$ cat config.mk
export PLATFORM = sky130hd
export DESIGN_NAME = rds_slew_ctrl
export DESIGN_NICKNAME = d
export VERILOG_FILES = /design/src/common/rds_pkg.sv /design/src/verilog/rds_slew_ctrl.sv /design/src/verilog/rds_dual_ramp.sv
export SDC_FILE = /design/constraint.sdc
export NUM_CORES = 1
export LEC_CHECK = 0
export ABC_AREA = 1
export BUFFER_PORTS_ARGS = -buffer_cell sky130_fd_sc_hd__buf_2
export CORE_MARGIN = 10
export CORE_UTILIZATION = 43
export CTS_CLUSTER_SIZE = 40
export DETAILED_ROUTE_END_ITERATION = 12
export GPL_TIMING_DRIVEN = 0
export PLACE_DENSITY = 0.7
export SLEW_MARGIN = 20
export SYNTH_ARGS = -nofsm -noshare
export SYNTH_HDL_FRONTEND = slang
export SYNTH_SLANG_ARGS = --single-unit
$ cat constraint.sdc
create_clock -name clk_in -period 2.55 [get_ports clk_in]
set_input_delay 0.1275 -clock clk_in [delete_from_list [all_inputs] [get_ports clk_in]]
set_output_delay 0.1275 -clock clk_in [all_outputs]
set_load 0.005 [all_outputs]
$ cat src/common/rds_pkg.sv
`default_nettype none
package rds_pkg;
  localparam int CLK_PERIOD_NS = 50;
  // one code step of the reference, in microvolts
  localparam int STEP_UV = 5000;
  // feedback-referred ramp rates, microvolts per microsecond
  localparam int RATE0_UV_US = 600;
  localparam int RATE1_UV_US = 1200;
  localparam int RATE2_UV_US = 2400;
  localparam int RATE3_UV_US = 4800;
  // cycles between reference steps; the step period is rounded down
  localparam int TICK0_CYC = STEP_UV * 1000 / (RATE0_UV_US * CLK_PERIOD_NS);
  localparam int TICK1_CYC = STEP_UV * 1000 / (RATE1_UV_US * CLK_PERIOD_NS);
  localparam int TICK2_CYC = STEP_UV * 1000 / (RATE2_UV_US * CLK_PERIOD_NS);
  localparam int TICK3_CYC = STEP_UV * 1000 / (RATE3_UV_US * CLK_PERIOD_NS);
  localparam int TICK_W = 8;
  localparam int CODE_W = 9;
  localparam int RAMP_W = 8;
  localparam logic [RAMP_W-1:0] RAMP_MID = 8'h80;

  localparam logic [7:0] ADDR_TARGET_UPPER = 8'h01;
  localparam logic [7:0] ADDR_RAMP_RATE = 8'h02;
  localparam logic [7:0] ADDR_TARGET_LSB = 8'h03;
  localparam logic [7:0] ADDR_GM_SEL = 8'h07;
  localparam int TARGET_LSB_BIT = 4;
  localparam int SLEW_HI = 1;
  localparam int GM_HI = 2;

  localparam logic [7:0] TARGET_UPPER_RST = 8'h32;
  localparam logic TARGET_LSB_RST = 1'h0;
  localparam logic [1:0] SLEW_RST = 2'h0;
  localparam logic [2:0] GM_RST = 3'h5;

  typedef enum logic [1:0] {
    ST_OFF = 2'b00,
    ST_RUN = 2'b01,
    ST_WALKDOWN = 2'b10
  } rds_state_e;

  typedef struct packed {
    logic input_high_switch;
    logic input_low_switch;
    logic output_low_switch;
    logic output_high_switch;
  } rds_switch_s;

  typedef struct packed {
    logic wr_en;
    logic [7:0] addr;
    logic [7:0] wdata;
  } rds_reg_req_s;

  typedef struct packed {
    rds_state_e state;
    logic [7:0] target_upper;
    logic target_lsb;
    logic [1:0] slew_sel;
    logic [2:0] gm_sel;
    logic [CODE_W-1:0] ref_code;
    logic [TICK_W-1:0] tick_cnt;
    logic tick;
    rds_switch_s sw;
    logic boost;
    logic [7:0] rdata;
  } rds_ctrl_s;

  localparam rds_ctrl_s CTRL_RST = '{
    state: ST_OFF,
    target_upper: TARGET_UPPER_RST,
    target_lsb: TARGET_LSB_RST,
    slew_sel: SLEW_RST,
    gm_sel: GM_RST,
    ref_code: 9'h000,
    tick_cnt: 8'h00,
    tick: 1'h0,
    sw: 4'h0,
    boost: 1'h0,
    rdata: 8'h00
  };

  typedef struct packed {
    logic down;
    logic [RAMP_W-1:0] level_a;
    logic [RAMP_W-1:0] level_b;
  } rds_ramp_s;
endpackage : rds_pkg
`default_nettype wire

$ cat src/verilog/rds_slew_ctrl.sv
// Overview of operation
// - two anti-phase triangle ramps cross at mid-level twice per cycle.
// - compensation above mid gives boost: S1 on, S2 off, S3/S4 alternate.
// - compensation below mid gives buck: S4 on, S3 off, S1/S2 alternate.
// - after reset the target is upper 0x32 with extension bit clear.
// - the reference spans 0 V to 2.555 V in 10 mV or 5 mV steps.
// - the 9-bit code is upper register bits 8..1 and 03h bit 4, 5 mV each.
// - 07h bits 2..0 select amplifier strength, reset value 101.
// - 02h bits 1..0 select ramp rate 0.6 to 4.8 mV/us, default slowest.
// - reference changes follow the rate, soft start included, except falls under negative current limit and the reset on low enable.
// - the rate is set by the period of the step clock.
// - upward steps pause while the positive current limit is tripped.
// - downward steps use the same step clock and rate.
// - negative current limit during a fall drops the rate limit.
// - enable to middle level walks the reference to zero, registers kept.
// - enable below low threshold stops switching and resets registers.
`default_nettype none
module rds_slew_ctrl (
  input wire logic clk_in,
  input wire logic rst_in,
  input wire logic en_high_in,
  input wire logic en_ldo_in,
  input wire logic [rds_pkg::RAMP_W-1:0] comp_level_in,
  input wire logic pos_ilim_in,
  input wire logic neg_ilim_in,
  input wire rds_pkg::rds_reg_req_s reg_req_in,
  output logic [7:0] reg_rdata_out,
  output logic [rds_pkg::CODE_W-1:0] ref_code_out,
  output logic [2:0] gm_select_out,
  output rds_pkg::rds_switch_s switches_out,
  output logic boost_mode_out
);
  localparam logic [rds_pkg::CODE_W-1:0] CODE_ONE = 9'h001;
  localparam logic [rds_pkg::TICK_W-1:0] TICK_ONE = 8'h01;

  rds_pkg::rds_ctrl_s s_r;
  rds_pkg::rds_ctrl_s s_nxt;
  logic [rds_pkg::RAMP_W-1:0] ramp_a;
  logic [rds_pkg::RAMP_W-1:0] ramp_b;
  logic [rds_pkg::CODE_W-1:0] goal;
  logic [rds_pkg::TICK_W-1:0] period;
  logic step_up;
  logic step_down;

  rds_dual_ramp #(.W(rds_pkg::RAMP_W)) u_ramp (
    .clk_in(clk_in),
    .rst_in(rst_in),
    .ramp_a_out(ramp_a),
    .ramp_b_out(ramp_b)
  );

  always_comb begin
    s_nxt = s_r;
    s_nxt.tick = 1'b0;
    // walk-down and off both aim at zero; the target registers stay put
    if (s_r.state == rds_pkg::ST_RUN) begin
      goal = {s_r.target_upper, s_r.target_lsb};
    end else begin
      goal = '0;
    end
    unique case (s_r.slew_sel)
      2'h0: period = rds_pkg::TICK_W'(rds_pkg::TICK0_CYC);
      2'h1: period = rds_pkg::TICK_W'(rds_pkg::TICK1_CYC);
      2'h2: period = rds_pkg::TICK_W'(rds_pkg::TICK2_CYC);
      2'h3: period = rds_pkg::TICK_W'(rds_pkg::TICK3_CYC);
    endcase
    // step clock: a rate change applies at once to the interval already running
    if (s_r.state == rds_pkg::ST_OFF) begin
      s_nxt.tick_cnt = '0;
    end else if (s_r.tick_cnt >= period - TICK_ONE) begin
      s_nxt.tick_cnt = '0;
      s_nxt.tick = 1'b1;
    end else begin
      s_nxt.tick_cnt = s_r.tick_cnt + TICK_ONE;
    end
    step_up = s_r.tick && (s_r.ref_code < goal) && !pos_ilim_in;
    step_down = (s_r.ref_code > goal)
      && (s_r.tick || neg_ilim_in);
    if (step_up) begin
      s_nxt.ref_code = s_r.ref_code + CODE_ONE;
    end else if (step_down) begin
      s_nxt.ref_code = s_r.ref_code - CODE_ONE;
    end
    unique case (s_r.state)
      rds_pkg::ST_OFF: begin
        // soft start always begins from code zero
        if (en_high_in) begin
          s_nxt.state = rds_pkg::ST_RUN;
        end
      end
      rds_pkg::ST_RUN: begin
        if (!en_high_in) begin
          s_nxt.state = rds_pkg::ST_WALKDOWN;
        end
      end
      rds_pkg::ST_WALKDOWN: begin
        if (en_high_in) begin
          s_nxt.state = rds_pkg::ST_RUN;
        end else if (s_r.ref_code == '0) begin
          s_nxt.state = rds_pkg::ST_OFF;
        end
      end
      default: s_nxt.state = rds_pkg::ST_OFF;
    endcase
    if (s_r.state == rds_pkg::ST_OFF) begin
      s_nxt.sw = '0;
      s_nxt.boost = 1'b0;
    end else if (comp_level_in > rds_pkg::RAMP_MID) begin
      s_nxt.boost = 1'b1;
      s_nxt.sw.input_high_switch = 1'b1;
      s_nxt.sw.input_low_switch = 1'b0;
      s_nxt.sw.output_low_switch = comp_level_in > ramp_b;
      s_nxt.sw.output_high_switch = !(comp_level_in > ramp_b);
    end else begin
      s_nxt.boost = 1'b0;
      s_nxt.sw.output_high_switch = 1'b1;
      s_nxt.sw.output_low_switch = 1'b0;
      s_nxt.sw.input_high_switch = comp_level_in > ramp_a;
      s_nxt.sw.input_low_switch = !(comp_level_in > ramp_a);
    end
    if (reg_req_in.wr_en) begin
      unique case (reg_req_in.addr)
        rds_pkg::ADDR_TARGET_UPPER: s_nxt.target_upper = reg_req_in.wdata;
        rds_pkg::ADDR_RAMP_RATE:
          s_nxt.slew_sel = reg_req_in.wdata[rds_pkg::SLEW_HI:0];
        rds_pkg::ADDR_TARGET_LSB:
          s_nxt.target_lsb = reg_req_in.wdata[rds_pkg::TARGET_LSB_BIT];
        rds_pkg::ADDR_GM_SEL:
          s_nxt.gm_sel = reg_req_in.wdata[rds_pkg::GM_HI:0];
        default: ;
      endcase
    end
    unique case (reg_req_in.addr)
      rds_pkg::ADDR_TARGET_UPPER: s_nxt.rdata = s_nxt.target_upper;
      rds_pkg::ADDR_RAMP_RATE: s_nxt.rdata = {6'h00, s_nxt.slew_sel};
      rds_pkg::ADDR_TARGET_LSB: s_nxt.rdata = {3'h0, s_nxt.target_lsb, 4'h0};
      rds_pkg::ADDR_GM_SEL: s_nxt.rdata = {5'h00, s_nxt.gm_sel};
      default: s_nxt.rdata = 8'h00;
    endcase
    // losing the low enable level is a full reset, not a walk-down
    if (!en_ldo_in) begin
      s_nxt = rds_pkg::CTRL_RST;
    end
  end

  always_ff @(posedge clk_in) begin
    if (rst_in) begin
      s_r <= rds_pkg::CTRL_RST;
    end else begin
      s_r <= s_nxt;
    end
  end

  assign reg_rdata_out = s_r.rdata;
  assign ref_code_out = s_r.ref_code;
  assign gm_select_out = s_r.gm_sel;
  assign switches_out = s_r.sw;
  assign boost_mode_out = s_r.boost;

  property p_boost;
    @(posedge clk_in) disable iff (rst_in)
    en_ldo_in && s_r.state != rds_pkg::ST_OFF
      && comp_level_in > rds_pkg::RAMP_MID
    |=> switches_out.input_high_switch && !switches_out.input_low_switch
      && boost_mode_out;
  endproperty
  a_boost: assert property (p_boost)
    else $error("boost switch pattern wrong");

  property p_buck;
    @(posedge clk_in) disable iff (rst_in)
    en_ldo_in && s_r.state != rds_pkg::ST_OFF
      && comp_level_in <= rds_pkg::RAMP_MID
    |=> switches_out.output_high_switch && !switches_out.output_low_switch
      && !boost_mode_out;
  endproperty
  a_buck: assert property (p_buck)
    else $error("buck switch pattern wrong");

  property p_reset_target;
    @(posedge clk_in) disable iff (rst_in)
    $past(rst_in) |-> s_r.target_upper == rds_pkg::TARGET_UPPER_RST
      && s_r.target_lsb == rds_pkg::TARGET_LSB_RST && ref_code_out == '0;
  endproperty
  a_reset_target: assert property (p_reset_target)
    else $error("reference target not at reset value");

  property p_reset_gm;
    @(posedge clk_in) disable iff (rst_in)
    $past(rst_in) |-> gm_select_out == rds_pkg::GM_RST
      && s_r.slew_sel == rds_pkg::SLEW_RST;
  endproperty
  a_reset_gm: assert property (p_reset_gm)
    else $error("strength or rate field not at reset value");

  property p_one_step;
    @(posedge clk_in) disable iff (rst_in)
    en_ldo_in |=> (ref_code_out == $past(ref_code_out))
      || (ref_code_out == $past(ref_code_out) + CODE_ONE)
      || (ref_code_out == $past(ref_code_out) - CODE_ONE);
  endproperty
  a_one_step: assert property (p_one_step)
    else $error("reference moved more than one code");

  property p_rate_gated;
    @(posedge clk_in) disable iff (rst_in)
    en_ldo_in && !s_r.tick && !neg_ilim_in |=> $stable(ref_code_out);
  endproperty
  a_rate_gated: assert property (p_rate_gated)
    else $error("reference moved without a step tick");

  property p_tick_gap;
    @(posedge clk_in) disable iff (rst_in)
    s_r.tick |=> !s_r.tick [*8];
  endproperty
  a_tick_gap: assert property (p_tick_gap)
    else $error("step ticks closer than the fastest rate");

  property p_pos_limit;
    @(posedge clk_in) disable iff (rst_in)
    pos_ilim_in |=> ref_code_out <= $past(ref_code_out);
  endproperty
  a_pos_limit: assert property (p_pos_limit)
    else $error("reference rose under positive current limit");

  property p_neg_limit;
    @(posedge clk_in) disable iff (rst_in)
    en_ldo_in && neg_ilim_in && ref_code_out > goal
    |=> ref_code_out == $past(ref_code_out) - CODE_ONE;
  endproperty
  a_neg_limit: assert property (p_neg_limit)
    else $error("fall not immediate under negative current limit");

  property p_walkdown;
    @(posedge clk_in) disable iff (rst_in)
    en_ldo_in && !en_high_in && s_r.state != rds_pkg::ST_OFF
    |=> ref_code_out <= $past(ref_code_out) && s_r.state != rds_pkg::ST_RUN;
  endproperty
  a_walkdown: assert property (p_walkdown)
    else $error("reference rose during walk-down");

  property p_ldo_off;
    @(posedge clk_in) disable iff (rst_in)
    !en_ldo_in |=> switches_out == '0 && ref_code_out == '0
      && s_r.target_upper == rds_pkg::TARGET_UPPER_RST
      && gm_select_out == rds_pkg::GM_RST;
  endproperty
  a_ldo_off: assert property (p_ldo_off)
    else $error("low enable did not stop and reset");

  c_boost: cover property (@(posedge clk_in) disable iff (rst_in)
    boost_mode_out && switches_out.output_low_switch);
  c_buck: cover property (@(posedge clk_in) disable iff (rst_in)
    !boost_mode_out && switches_out.input_high_switch);
  c_reach: cover property (@(posedge clk_in) disable iff (rst_in)
    s_r.state == rds_pkg::ST_RUN
      && ref_code_out == {s_r.target_upper, s_r.target_lsb});
  c_walk_off: cover property (@(posedge clk_in) disable iff (rst_in)
    s_r.state == rds_pkg::ST_WALKDOWN ##1 s_r.state == rds_pkg::ST_OFF);
endmodule : rds_slew_ctrl
`default_nettype wire

$ cat src/verilog/rds_dual_ramp.sv
`default_nettype none
module rds_dual_ramp #(
  parameter int W = rds_pkg::RAMP_W
) (
  input wire logic clk_in,
  input wire logic rst_in,
  output logic [W-1:0] ramp_a_out,
  output logic [W-1:0] ramp_b_out
);
  typedef struct packed {
    logic down;
    logic [W-1:0] a;
    logic [W-1:0] b;
  } rds_tri_s;
  localparam logic [W-1:0] TOP = '1;
  localparam logic [W-1:0] BOT = '0;
  localparam logic [W-1:0] ONE = W'(1);

  rds_tri_s s_r;
  rds_tri_s s_nxt;

  // ramp b mirrors ramp a, so the two sit half a cycle apart and meet
  // at the midpoint once on the way up and once on the way down
  always_comb begin
    s_nxt = s_r;
    if (!s_r.down) begin
      s_nxt.a = s_r.a + ONE;
      if (s_r.a == TOP - ONE) begin
        s_nxt.down = 1'b1;
      end
    end else begin
      s_nxt.a = s_r.a - ONE;
      if (s_r.a == BOT + ONE) begin
        s_nxt.down = 1'b0;
      end
    end
    s_nxt.b = ~s_nxt.a;
  end

  always_ff @(posedge clk_in) begin
    if (rst_in) begin
      s_r <= '{down: 1'b0, a: BOT, b: TOP};
    end else begin
      s_r <= s_nxt;
    end
  end

  assign ramp_a_out = s_r.a;
  assign ramp_b_out = s_r.b;

  property p_antiphase;
    @(posedge clk_in) disable iff (rst_in)
    (ramp_a_out ^ ramp_b_out) == TOP;
  endproperty
  a_antiphase: assert property (p_antiphase)
    else $error("ramps are not in anti-phase");

  // a wrap instead of a turn would break the two mid-level crossings
  property p_ramp_turn;
    @(posedge clk_in) disable iff (rst_in)
    ramp_a_out == TOP || ramp_a_out == BOT
    |=> ramp_a_out == TOP - ONE || ramp_a_out == BOT + ONE;
  endproperty
  a_ramp_turn: assert property (p_ramp_turn)
    else $error("ramp did not turn at its end point");
endmodule : rds_dual_ramp
`default_nettype wire

==> impl_metrics.ini, run 1 <==
[status]
outcome = finished with violations
violations = setup timing

[critical_path]
crit_required_ps = 2800
cpLargestDelayFamily = simple AND/OR/NAND/NOR gates
worstSetupStartpointType = flop
worstPathMaxFanout = 8
crit_top_cell = nand2_2
worstPathArrival_ps = 3070
rr_worst_depth = 20
cpMaxStageDelayCell = dfxtp_2
r2r-end = ref_code_out[8]
startpoint = s_r[45]
critPathKind = flop to flop
endpoint_kind = flop
cp_num_buf_inv = 4
path_cells = inv_2, nor2_4, nand2_2, ha_4, nand2_2, inv_1, a21oi_2, nand4_4, buf_12, buf_6, ha_4, nand2_2, nor2_2, nand2_1, nand3_2, nand2_2, nand2_1, nor2_1, nor2_1, nor2_1
r2r_start = s_r[45]
crit_path_max_incr_delay_ps = 350
r2r_slack_ps = -270

[placed_design]
hpwl_um = 7080
place_area_mm2 = 0.00454
io_buffers = 54
gp_congestion = 0.837
post-place-ws_ps = -404

[die]
chipHeight_um = 117
start_util = 0.441
num_rows = 35
die_area_mm2 = 0.0137
die_w_um = 117
core_mm2 = 0.00920
ios = 56

[route]
firstDrtPassIters = 4
vias_per_cell = 5.04
drtAntennaViolNets = 0
drc = 0
wl_per_cell_um = 13.2
vias = 3726
drt-total-wl_um = 9770
drtIter0Drc = 159

[clocking]
cts_sinks = 64
path_clk_slew_ps = 80
clock_path_buffers = 2
cts-htree-levels = 3
numCtsBuffers = 9
clk_latency_ps = 350
cts_hold_buf = 0
cts_tree = yes
clock-root-buffer = clkbuf_8

[final_layout]
nets = 708
antennaDiodeCount = 0
post-route-util = 0.551
drive_gt1_frac = 0.293
final_area_mm2 = 0.00507
fillerInstances = 839
syn_to_final_growth_pct = 24.8
final_cell_mix = inv_1 (78), nand2_1 (78), dfxtp_1 (61)

[global_route]
grt_pass1_wl_um = 16200
overflow = 0
antenna_found_initial = 0
grt_start_max_net_pins = 12
grt_use_total = 0.145
first_global_vias = 3686

[timing]
setup_ws_ps = -269
finalSetupViolations = 6
hold_viol = 0
layout_min_cycle_time_ps = 2820
finalClockSkew_ps = 9.18
fmax_ghz = 0.355
tightest_slew_ps = 465
rsz0062_at_grt = true
maxSlewViolCount = 0
slew_headroom = 0.687
final.period_utilization = 1.11

[hold_path]
worstHoldStart = reg_req_in[5]
min_path_type = primary input to flop
min_delay_path_depth = 3
hold_path_end = s_r[42]

[logic_synthesis]
synth_seq_cells = 64
synthSimpleGateAreaFrac = 0.241
synth-compound-area-share = 0.117
netlist_area_mm2 = 0.00406
yosysWarnings = 0
synth.distinct_cells = 43
synthCells = 540
synthMuxAreaShare = 0
synth_xor_area_frac = 0.0280
synth_top_family_by_area = simple AND/OR/NAND/NOR gates
synth_nets = 624
syn_area_per_cell_um2 = 7.52
synth-seq-area-share = 0.316
synth_fa_ha_area_frac = 0.165

[power]
fin_total_pwr_w = 0.00428
power-per-cell-area_mw_per_mm2 = 845
p_leak_nw = 2.50
ir_drop_mv = 0.453

[job]
drv_cap = 0
## worst reg2reg max path: cells and delay by family (launching register included)
family,cells,cell delay [ps]
AO/OA/AOI/OAI,1,210
buffers and inverters,4,420
adder cells (fa/ha/maj),2,520
flip-flops,1,350
AND/OR/NAND/NOR,13,1240
## what timing repair did
| item | 4_1_cts | 5_1_grt |
|---|---|---|
| pin swaps | 28 | 13 |
| gates resized for setup | 20 | 12 |
| buffers inserted | 16 | 3 |
| endpoints found under the setup margin | 6 | 9 |
## per-stage QoR
step,instances,setup TNS (ps),hold WS [ps]
6_report,740,-1330,47.2
5_1_grt,740,-2600,59.8
4_1_cts,737,-582,30.8
3_5_place_dp,705,-1320,391
3_3_place_gp,705,-1110,390
2_1_floorplan,540,-58.3,204
## state kept, by name, summed over array words and instances (netlist names)
name               flops
u_ramp.ramp_b_out      8
gm_select_out          3
u_ramp.s_r             1
s_r                   22
reg_rdata_out          8
u_ramp.ramp_a_out      8
switches_out           4
boost_mode_out         1
ref_code_out           9
## synthesized netlist by cell type (all sizes together)
master   instances  area (um2)
nand2           92         360
inv             84         315
nor2            66         268
dfxtp           64        1280
ha              52         651
a21oi           32         164
buf             30         223
o21ai           30         173
nand3           25         135
nor3            11        65.1
nand4            8        65.1
or2              7        43.8
xor2             7        61.3
xnor2            6        52.6
o211ai           5        37.5
nor4             3        18.8
o21a             3        22.5
a31oi            2        12.5
nor3b            2        15.0
o31ai            2        15.0
a21o             1        7.51
a221oi           1        8.76
a41oi            1        8.76
clkbuf           1        3.75
fa               1        20.0
nand3b           1        7.51
o2111ai          1        8.76
o21bai           1        7.51
o311ai           1        8.76
## worst max path at each step
stage / slack [ps] / cells past startpoint / to
6_report: -270 / 20 / ref_code_out[8]
5_1_grt: -530 / 20 / ref_code_out[8]
4_1_cts: -150 / 18 / ref_code_out[8]
3_5_place_dp: -400 / 18 / ref_code_out[8]
3_3_place_gp: -340 / 18 / ref_code_out[8]
2_1_floorplan: -60 / 18 / ref_code_out[8]
## report_power, final
part | switching (W) | internal, W | leakage, nW
Sequential | 0.000138 | 0.00107 | 0.520
Combinational | 0.00113 | 0.00106 | 1.88
Clock | 0.000413 | 0.000477 | 0.0993
Total | 0.00168 | 0.00260 | 2.50
## routing by layer
layer	up-vias	track usage	wire length [um]
met3	20	0.0352	498
li1	1901	-	-
met1	1713	0.180	4580
met5	-	0	0
met2	92	0.241	4510
met4	0	0.0502	183
## logic make-up (layout without fill, tap and decap cells)
group / count (synthesis) / in the layout
DFF: 64 / 64
and+or+nand+nor: 215 / 215
buffers and inverters: 115 / 204
xor gates and xnor gates: 13 / 13
AOI/OAI and AO/OA: 80 / 80
adders and majority gates: 53 / 53
## final cells by class
class | instances | area [um2] | share of cell area
multi-input combinational | 361 | 2470 | 0.487
sequential | 64 | 1280 | 0.254
timing repair buffer | 73 | 437 | 0.0862
inverter | 84 | 315 | 0.0622
buffer | 31 | 226 | 0.0447
clock buffer | 11 | 141 | 0.0279
tap | 111 | 139 | 0.0274
clock inverter | 5 | 56.3 | 0.0111
(Power assumes the default switching activity.)
==> run 2: changes to the inputs <==
- PLACE_DENSITY: 0.7 -> unset
- REMOVE_ABC_BUFFERS: unset -> 1
==> impl_metrics.ini, run 2 (synthesized netlist as in run 1, its figures left out) <==
[placed_design]
gp_congestion = 0.806
io_buffers = 55
hpwl_um = 6750

[die]
die_w_um = 117
core_mm2 = 0.00920
num_rows = 35
ios = 56
start_util = 0.441
die_area_mm2 = 0.0137
chipHeight_um = 117

[clocking]
cts_hold_buf = 0
clock-root-buffer = clkbuf_8
path_clk_slew_ps = 70
clk_latency_ps = 350
numCtsBuffers = 9
cts_tree = yes
clock_path_buffers = 2
cts-htree-levels = 3
cts_sinks = 64

[timing]
maxSlewViolCount = 0
fmax_ghz = 0.358
setup_ws_ps = -242
hold_viol = 0
finalSetupViolations = 6
rsz0062_at_grt = true
tightest_slew_ps = 460
layout_min_cycle_time_ps = 2790
finalClockSkew_ps = 7.21
setup-tns-final_ps = -1060
slew_headroom = 0.691
final.period_utilization = 1.09

[critical_path]
critPathKind = flop to flop
cpMaxStageDelayCell = fa_2
crit_required_ps = 2790
worstSetupStartpointType = flop
worstPathArrival_ps = 3040
crit_top_cell = nand2_1
cp_num_buf_inv = 3
path_cells = inv_2, nor2_4, nand2_2, ha_4, nand2_2, nor2_2, nand3_2, nand4_4, inv_2, fa_2, o21ai_2, nand2_1, nand3_2, inv_1, nand2_1, nand4_1, nand2_1, nor2_1
cpLargestDelayFamily = simple AND/OR/NAND/NOR gates
rr_worst_depth = 18
r2r-end = ref_code_out[8]
worstPathMaxFanout = 8
r2r_slack_ps = -240
crit_path_max_incr_delay_ps = 380
endpoint_kind = flop
r2r_start = s_r[45]

[hold_path]
worstHoldStart = en_high_in
min_path_type = primary input to flop
hold_path_end = s_r[45]
min_delay_path_depth = 3

[route]
wl_met1_um = 4190
firstDrtPassIters = 4
drtIter0Drc = 138
wl_per_cell_um = 12.7
drt-total-wl_um = 9020
routed.top_layer = met4
drtAntennaViolNets = 0
drc = 0
wl_met3_um = 428
vias = 3461
met2WireLength_um = 4270
vias_per_cell = 4.88

[final_layout]
top_regs = s_r (22), ref_code_out (9)
largest_reg_flops = 22
nets = 677
fillerInstances = 887
top_register = s_r
antennaDiodeCount = 0
layout_commonest_cell = inv_1
drive_gt1_frac = 0.271
final_cell_mix = inv_1 (77), nand2_1 (70), dfxtp_1 (62)
syn_to_final_growth_pct = 20.0

[power]
fin_total_pwr_w = 0.00413
ir_drop_mv = 0.392
power-per-cell-area_mw_per_mm2 = 848
p_leak_nw = 2.34

[global_route]
antenna_found_initial = 0
grt_start_max_net_pins = 20
grt_pass1_wl_um = 15300
first_global_vias = 3446
grt_use_total = 0.138
overflow = 0

[status]
outcome = finished with violations
violations = setup timing

[job]
drv_cap = 0
run 2: cell count changes in the layout (fill, tap and decap cells not counted), sizes merged:
cell	previous run	this run
buf	103	72
clkbuf	12	9
clkinvlp	1	3
bufinv	1	2
clkinv	3	2
nand4	8	9
run 2: area by class of cell:
cell class	instances	area, um2	share of cell area
inverters	84	315	0.0647
clock buffers	9	124	0.0254
flip-flops and latches	64	1280	0.263
multi-input cells	362	2500	0.514
clock inverters	7	96.3	0.0198
repair buffers	72	410	0.0842
well taps	111	139	0.0285
run 2: worst register-to-register path: stages (launching register included):
cell and delay [ps]:
dfxtp_2 350, inv_2 50, nor2_4 220, nand2_2 110, ha_4 290, nand2_2 60
nor2_2 150, nand3_2 130, nand4_4 190, inv_2 80, fa_2 380, o21ai_2 200
nand2_1 90, nand3_2 100, inv_1 50, nand2_1 60, nand4_1 70, nand2_1 70
nor2_1 50
run 2: per-stage QoR:
stage | util | std cells | area, um2 | setup WS [ps] | hold slack [ps]
after floorplan | - | 509 | 3830 | -306 | 204
after global placement | 0.462 | 675 | 4250 | -681 | 394
after detailed placement | 0.462 | 675 | 4250 | -790 | 395
after CTS | 0.516 | 706 | 4750 | -198 | 26.5
after global routing | 0.530 | 709 | 4870 | -466 | 50.9
final | 0.530 | 709 | 4870 | -242 | 42.1
run 2: per-layer routing:
layer / track usage / vias up
li1: - / 1840
met1: 0.171 / 1549
met2: 0.225 / 61
met3: 0.0362 / 11
met4: 0.0478 / 0
met5: 0 / -
run 2: timing repair:
| action | 4_1_cts | 5_1_grt |
|---|---|---|
| pin swaps | 19 | 19 |
| resized for setup | 31 | 22 |
| buffers inserted | 14 | 3 |
| endpoints found under the hold margin | 0 | 0 |
| gates cloned | 1 | 0 |
| endpoints found under the setup margin | 8 | 9 |
run 2: worst max-delay path by stage:
stage,from,to,slack (ps),cells past startpoint
final,s_r[45],ref_code_out[8],-240,18
after global routing,s_r[45],ref_code_out[8],-470,18
after CTS,s_r[45],ref_code_out[8],-200,18
after detailed placement,s_r[45],ref_code_out[8],-790,18
after global placement,s_r[45],ref_code_out[8],-680,18
after floorplan,s_r[45],ref_code_out[8],-310,18
run 2: report_power, final:
group	internal [W]	switching, W	leakage [nW]
registers	0.00107	0.000129	0.519
logic	0.000879	0.00109	1.72
clock network	0.000550	0.000421	0.101
==> run 3: changes to the inputs <==
- CAP_MARGIN: unset -> 0
- CORE_UTILIZATION: 43 -> 52
- PLACE_DENSITY: unset -> 0.76
==> impl_metrics.ini, run 3 (synthesized netlist as in run 1, its figures left out) <==
[final_layout]
regArea_mm2 = 0.00128
multi_input_area_mm2 = 0.00250
drive_gt1_frac = 0.264
largest_reg_flops = 22
top_register = s_r
final_cells = 700
fillerInstances = 619
layout_commonest_cell = inv_1
antennaDiodeCount = 0
nets = 677
final_area_mm2 = 0.00489
final_cell_mix = inv_1 (76), nand2_1 (73), dfxtp_1 (62)
top_regs = s_r (22), ref_code_out (9)
syn_to_final_growth_pct = 20.3

[route]
vias_per_cell = 5.15
drtIter0Drc = 134
firstDrtPassIters = 4
drtAntennaViolNets = 0
drc = 0
wl_per_cell_um = 13.7
vias = 3602
drt-total-wl_um = 9590

[critical_path]
r2r-end = ref_code_out[6]
path_cells = inv_2, nor2_4, nand2_1, ha_1, nand2_2, inv_2, a21oi_4, nand4_4, ha_4, buf_4, buf_4, a31oi_1, xor2_1, a21oi_1
crit_path_max_incr_delay_ps = 360
cpMaxStageDelayCell = dfxtp_2
cp_num_buf_inv = 4
worstPathArrival_ps = 3070
worstSetupStartpointType = flop
rr_worst_depth = 14
endpoint_kind = flop
worstPathMaxFanout = 8
r2r_slack_ps = -260
r2r_start = s_r[45]
crit_required_ps = 2800
cpLargestDelayFamily = simple AND/OR/NAND/NOR gates
critPathKind = flop to flop

[hold_path]
hold_path_end = s_r[45]
min_delay_path_depth = 3
min_path_type = primary input to flop
worstHoldStart = en_high_in

[timing]
rsz0062_at_grt = true
setup_ws_ps = -262
hold_viol = 0
finalSetupViolations = 6
tightest_slew_ps = 447
fmax_ghz = 0.356
slew_headroom = 0.700
hold_ws_ps = 25.4
finalClockSkew_ps = 17.8
final.period_utilization = 1.10
layout_min_cycle_time_ps = 2810
maxSlewViolCount = 0
setup-tns-final_ps = -1210

[job]
drv_cap = 0

[clocking]
cts-htree-levels = 3
path_clk_slew_ps = 90
clock_path_buffers = 2
cts_tree = yes
numCtsBuffers = 9
cts_sinks = 64
clock-root-buffer = clkbuf_8
clk_latency_ps = 360

[die]
core_mm2 = 0.00765
die_w_um = 108
start_util = 0.531
num_rows = 32
ios = 56
chipHeight_um = 108
die_area_mm2 = 0.0117

[global_route]
first_global_vias = 3488
overflow = 0
grt_pass1_wl_um = 15700
antenna_found_initial = 0
grt_use_total = 0.162
grt_start_max_net_pins = 20

[status]
outcome = finished with violations
violations = setup timing

[placed_design]
hpwl_um = 6560
dp.cells = 666
io_buffers = 55
place_area_mm2 = 0.00424
gp_congestion = 0.815

[power]
power-per-cell-area_mw_per_mm2 = 888
p_leak_nw = 2.36
ir_drop_mv = 0.635
fin_total_pwr_w = 0.00434
[run 3: cell types whose count changed in the layout (fill, tap and decap cells not counted), moves of 2 or more]
cell,previous run,this run
buf_4,15,13
clkinvlp_4,3,1
nand2_2,19,16
nand2_1,70,73
buf_6,2,4
ha_4,10,8
[run 3: worst register-to-register path, stage by stage, from the launching register on]
cell and delay (ps):
dfxtp_2 360, inv_2 60, nor2_4 200, nand2_1 100, ha_1 310, nand2_2 100
inv_2 60, a21oi_4 230, nand4_4 210, ha_4 280, buf_4 140, buf_4 140
a31oi_1 270, xor2_1 170, a21oi_1 90
[run 3: worst max path at each step]
stage / from / end / slack [ps] / depth (start not counted)
floorplan: s_r[45] / ref_code_out[8] / -310 / 18
global placement: s_r[45] / ref_code_out[8] / -630 / 18
detailed placement: s_r[45] / ref_code_out[8] / -770 / 18
CTS: s_r[45] / ref_code_out[8] / -170 / 18
global route: s_r[45] / ref_code_out[8] / -410 / 21
finish: s_r[45] / ref_code_out[6] / -260 / 14
[run 3: area by class of cell]
cell class	instances	area share
Clock buffer	9	0.0254
Clock inverter	7	0.0246
Inverter	84	0.0645
Multi-Input combinational cell	362	0.511
Sequential cell	64	0.263
Tap cell	102	0.0261
Timing Repair Buffer	72	0.0855
[run 3: routing by layer]
metal	wire [um]	vias to the layer above	GRT usage
met5	0	-	0
met4	276	0	0.0866
li1	-	1837	-
met1	3970	1667	0.183
met2	4910	73	0.277
met3	436	25	0.0399
[run 3: what timing repair did]
| action | CTS | global route |
|---|---|---|
| buffers inserted | 13 | 4 |
| pin swaps | 17 | 26 |
| resized for setup | 31 | 25 |
| hold buffers | 0 | 0 |
| setup endpoints to repair | 8 | 7 |
| cloned | 1 | 0 |
[run 3: through the flow]
step | util | worst slack, ps
after floorplan | - | -306
after global placement | 0.554 | -627
after detailed placement | 0.554 | -772
after CTS | 0.621 | -173
after global routing | 0.639 | -407
final | 0.639 | -262
[run 3: power by group]
group | leakage, nW | total, W | internal [W] | switching (W)
sequential | 0.519 | 0.00120 | 0.00107 | 0.000131
clock | 0.119 | 0.00108 | 0.000650 | 0.000432
combinational | 1.72 | 0.00206 | 0.000884 | 0.00117
total | 2.36 | 0.00434 | 0.00260 | 0.00174
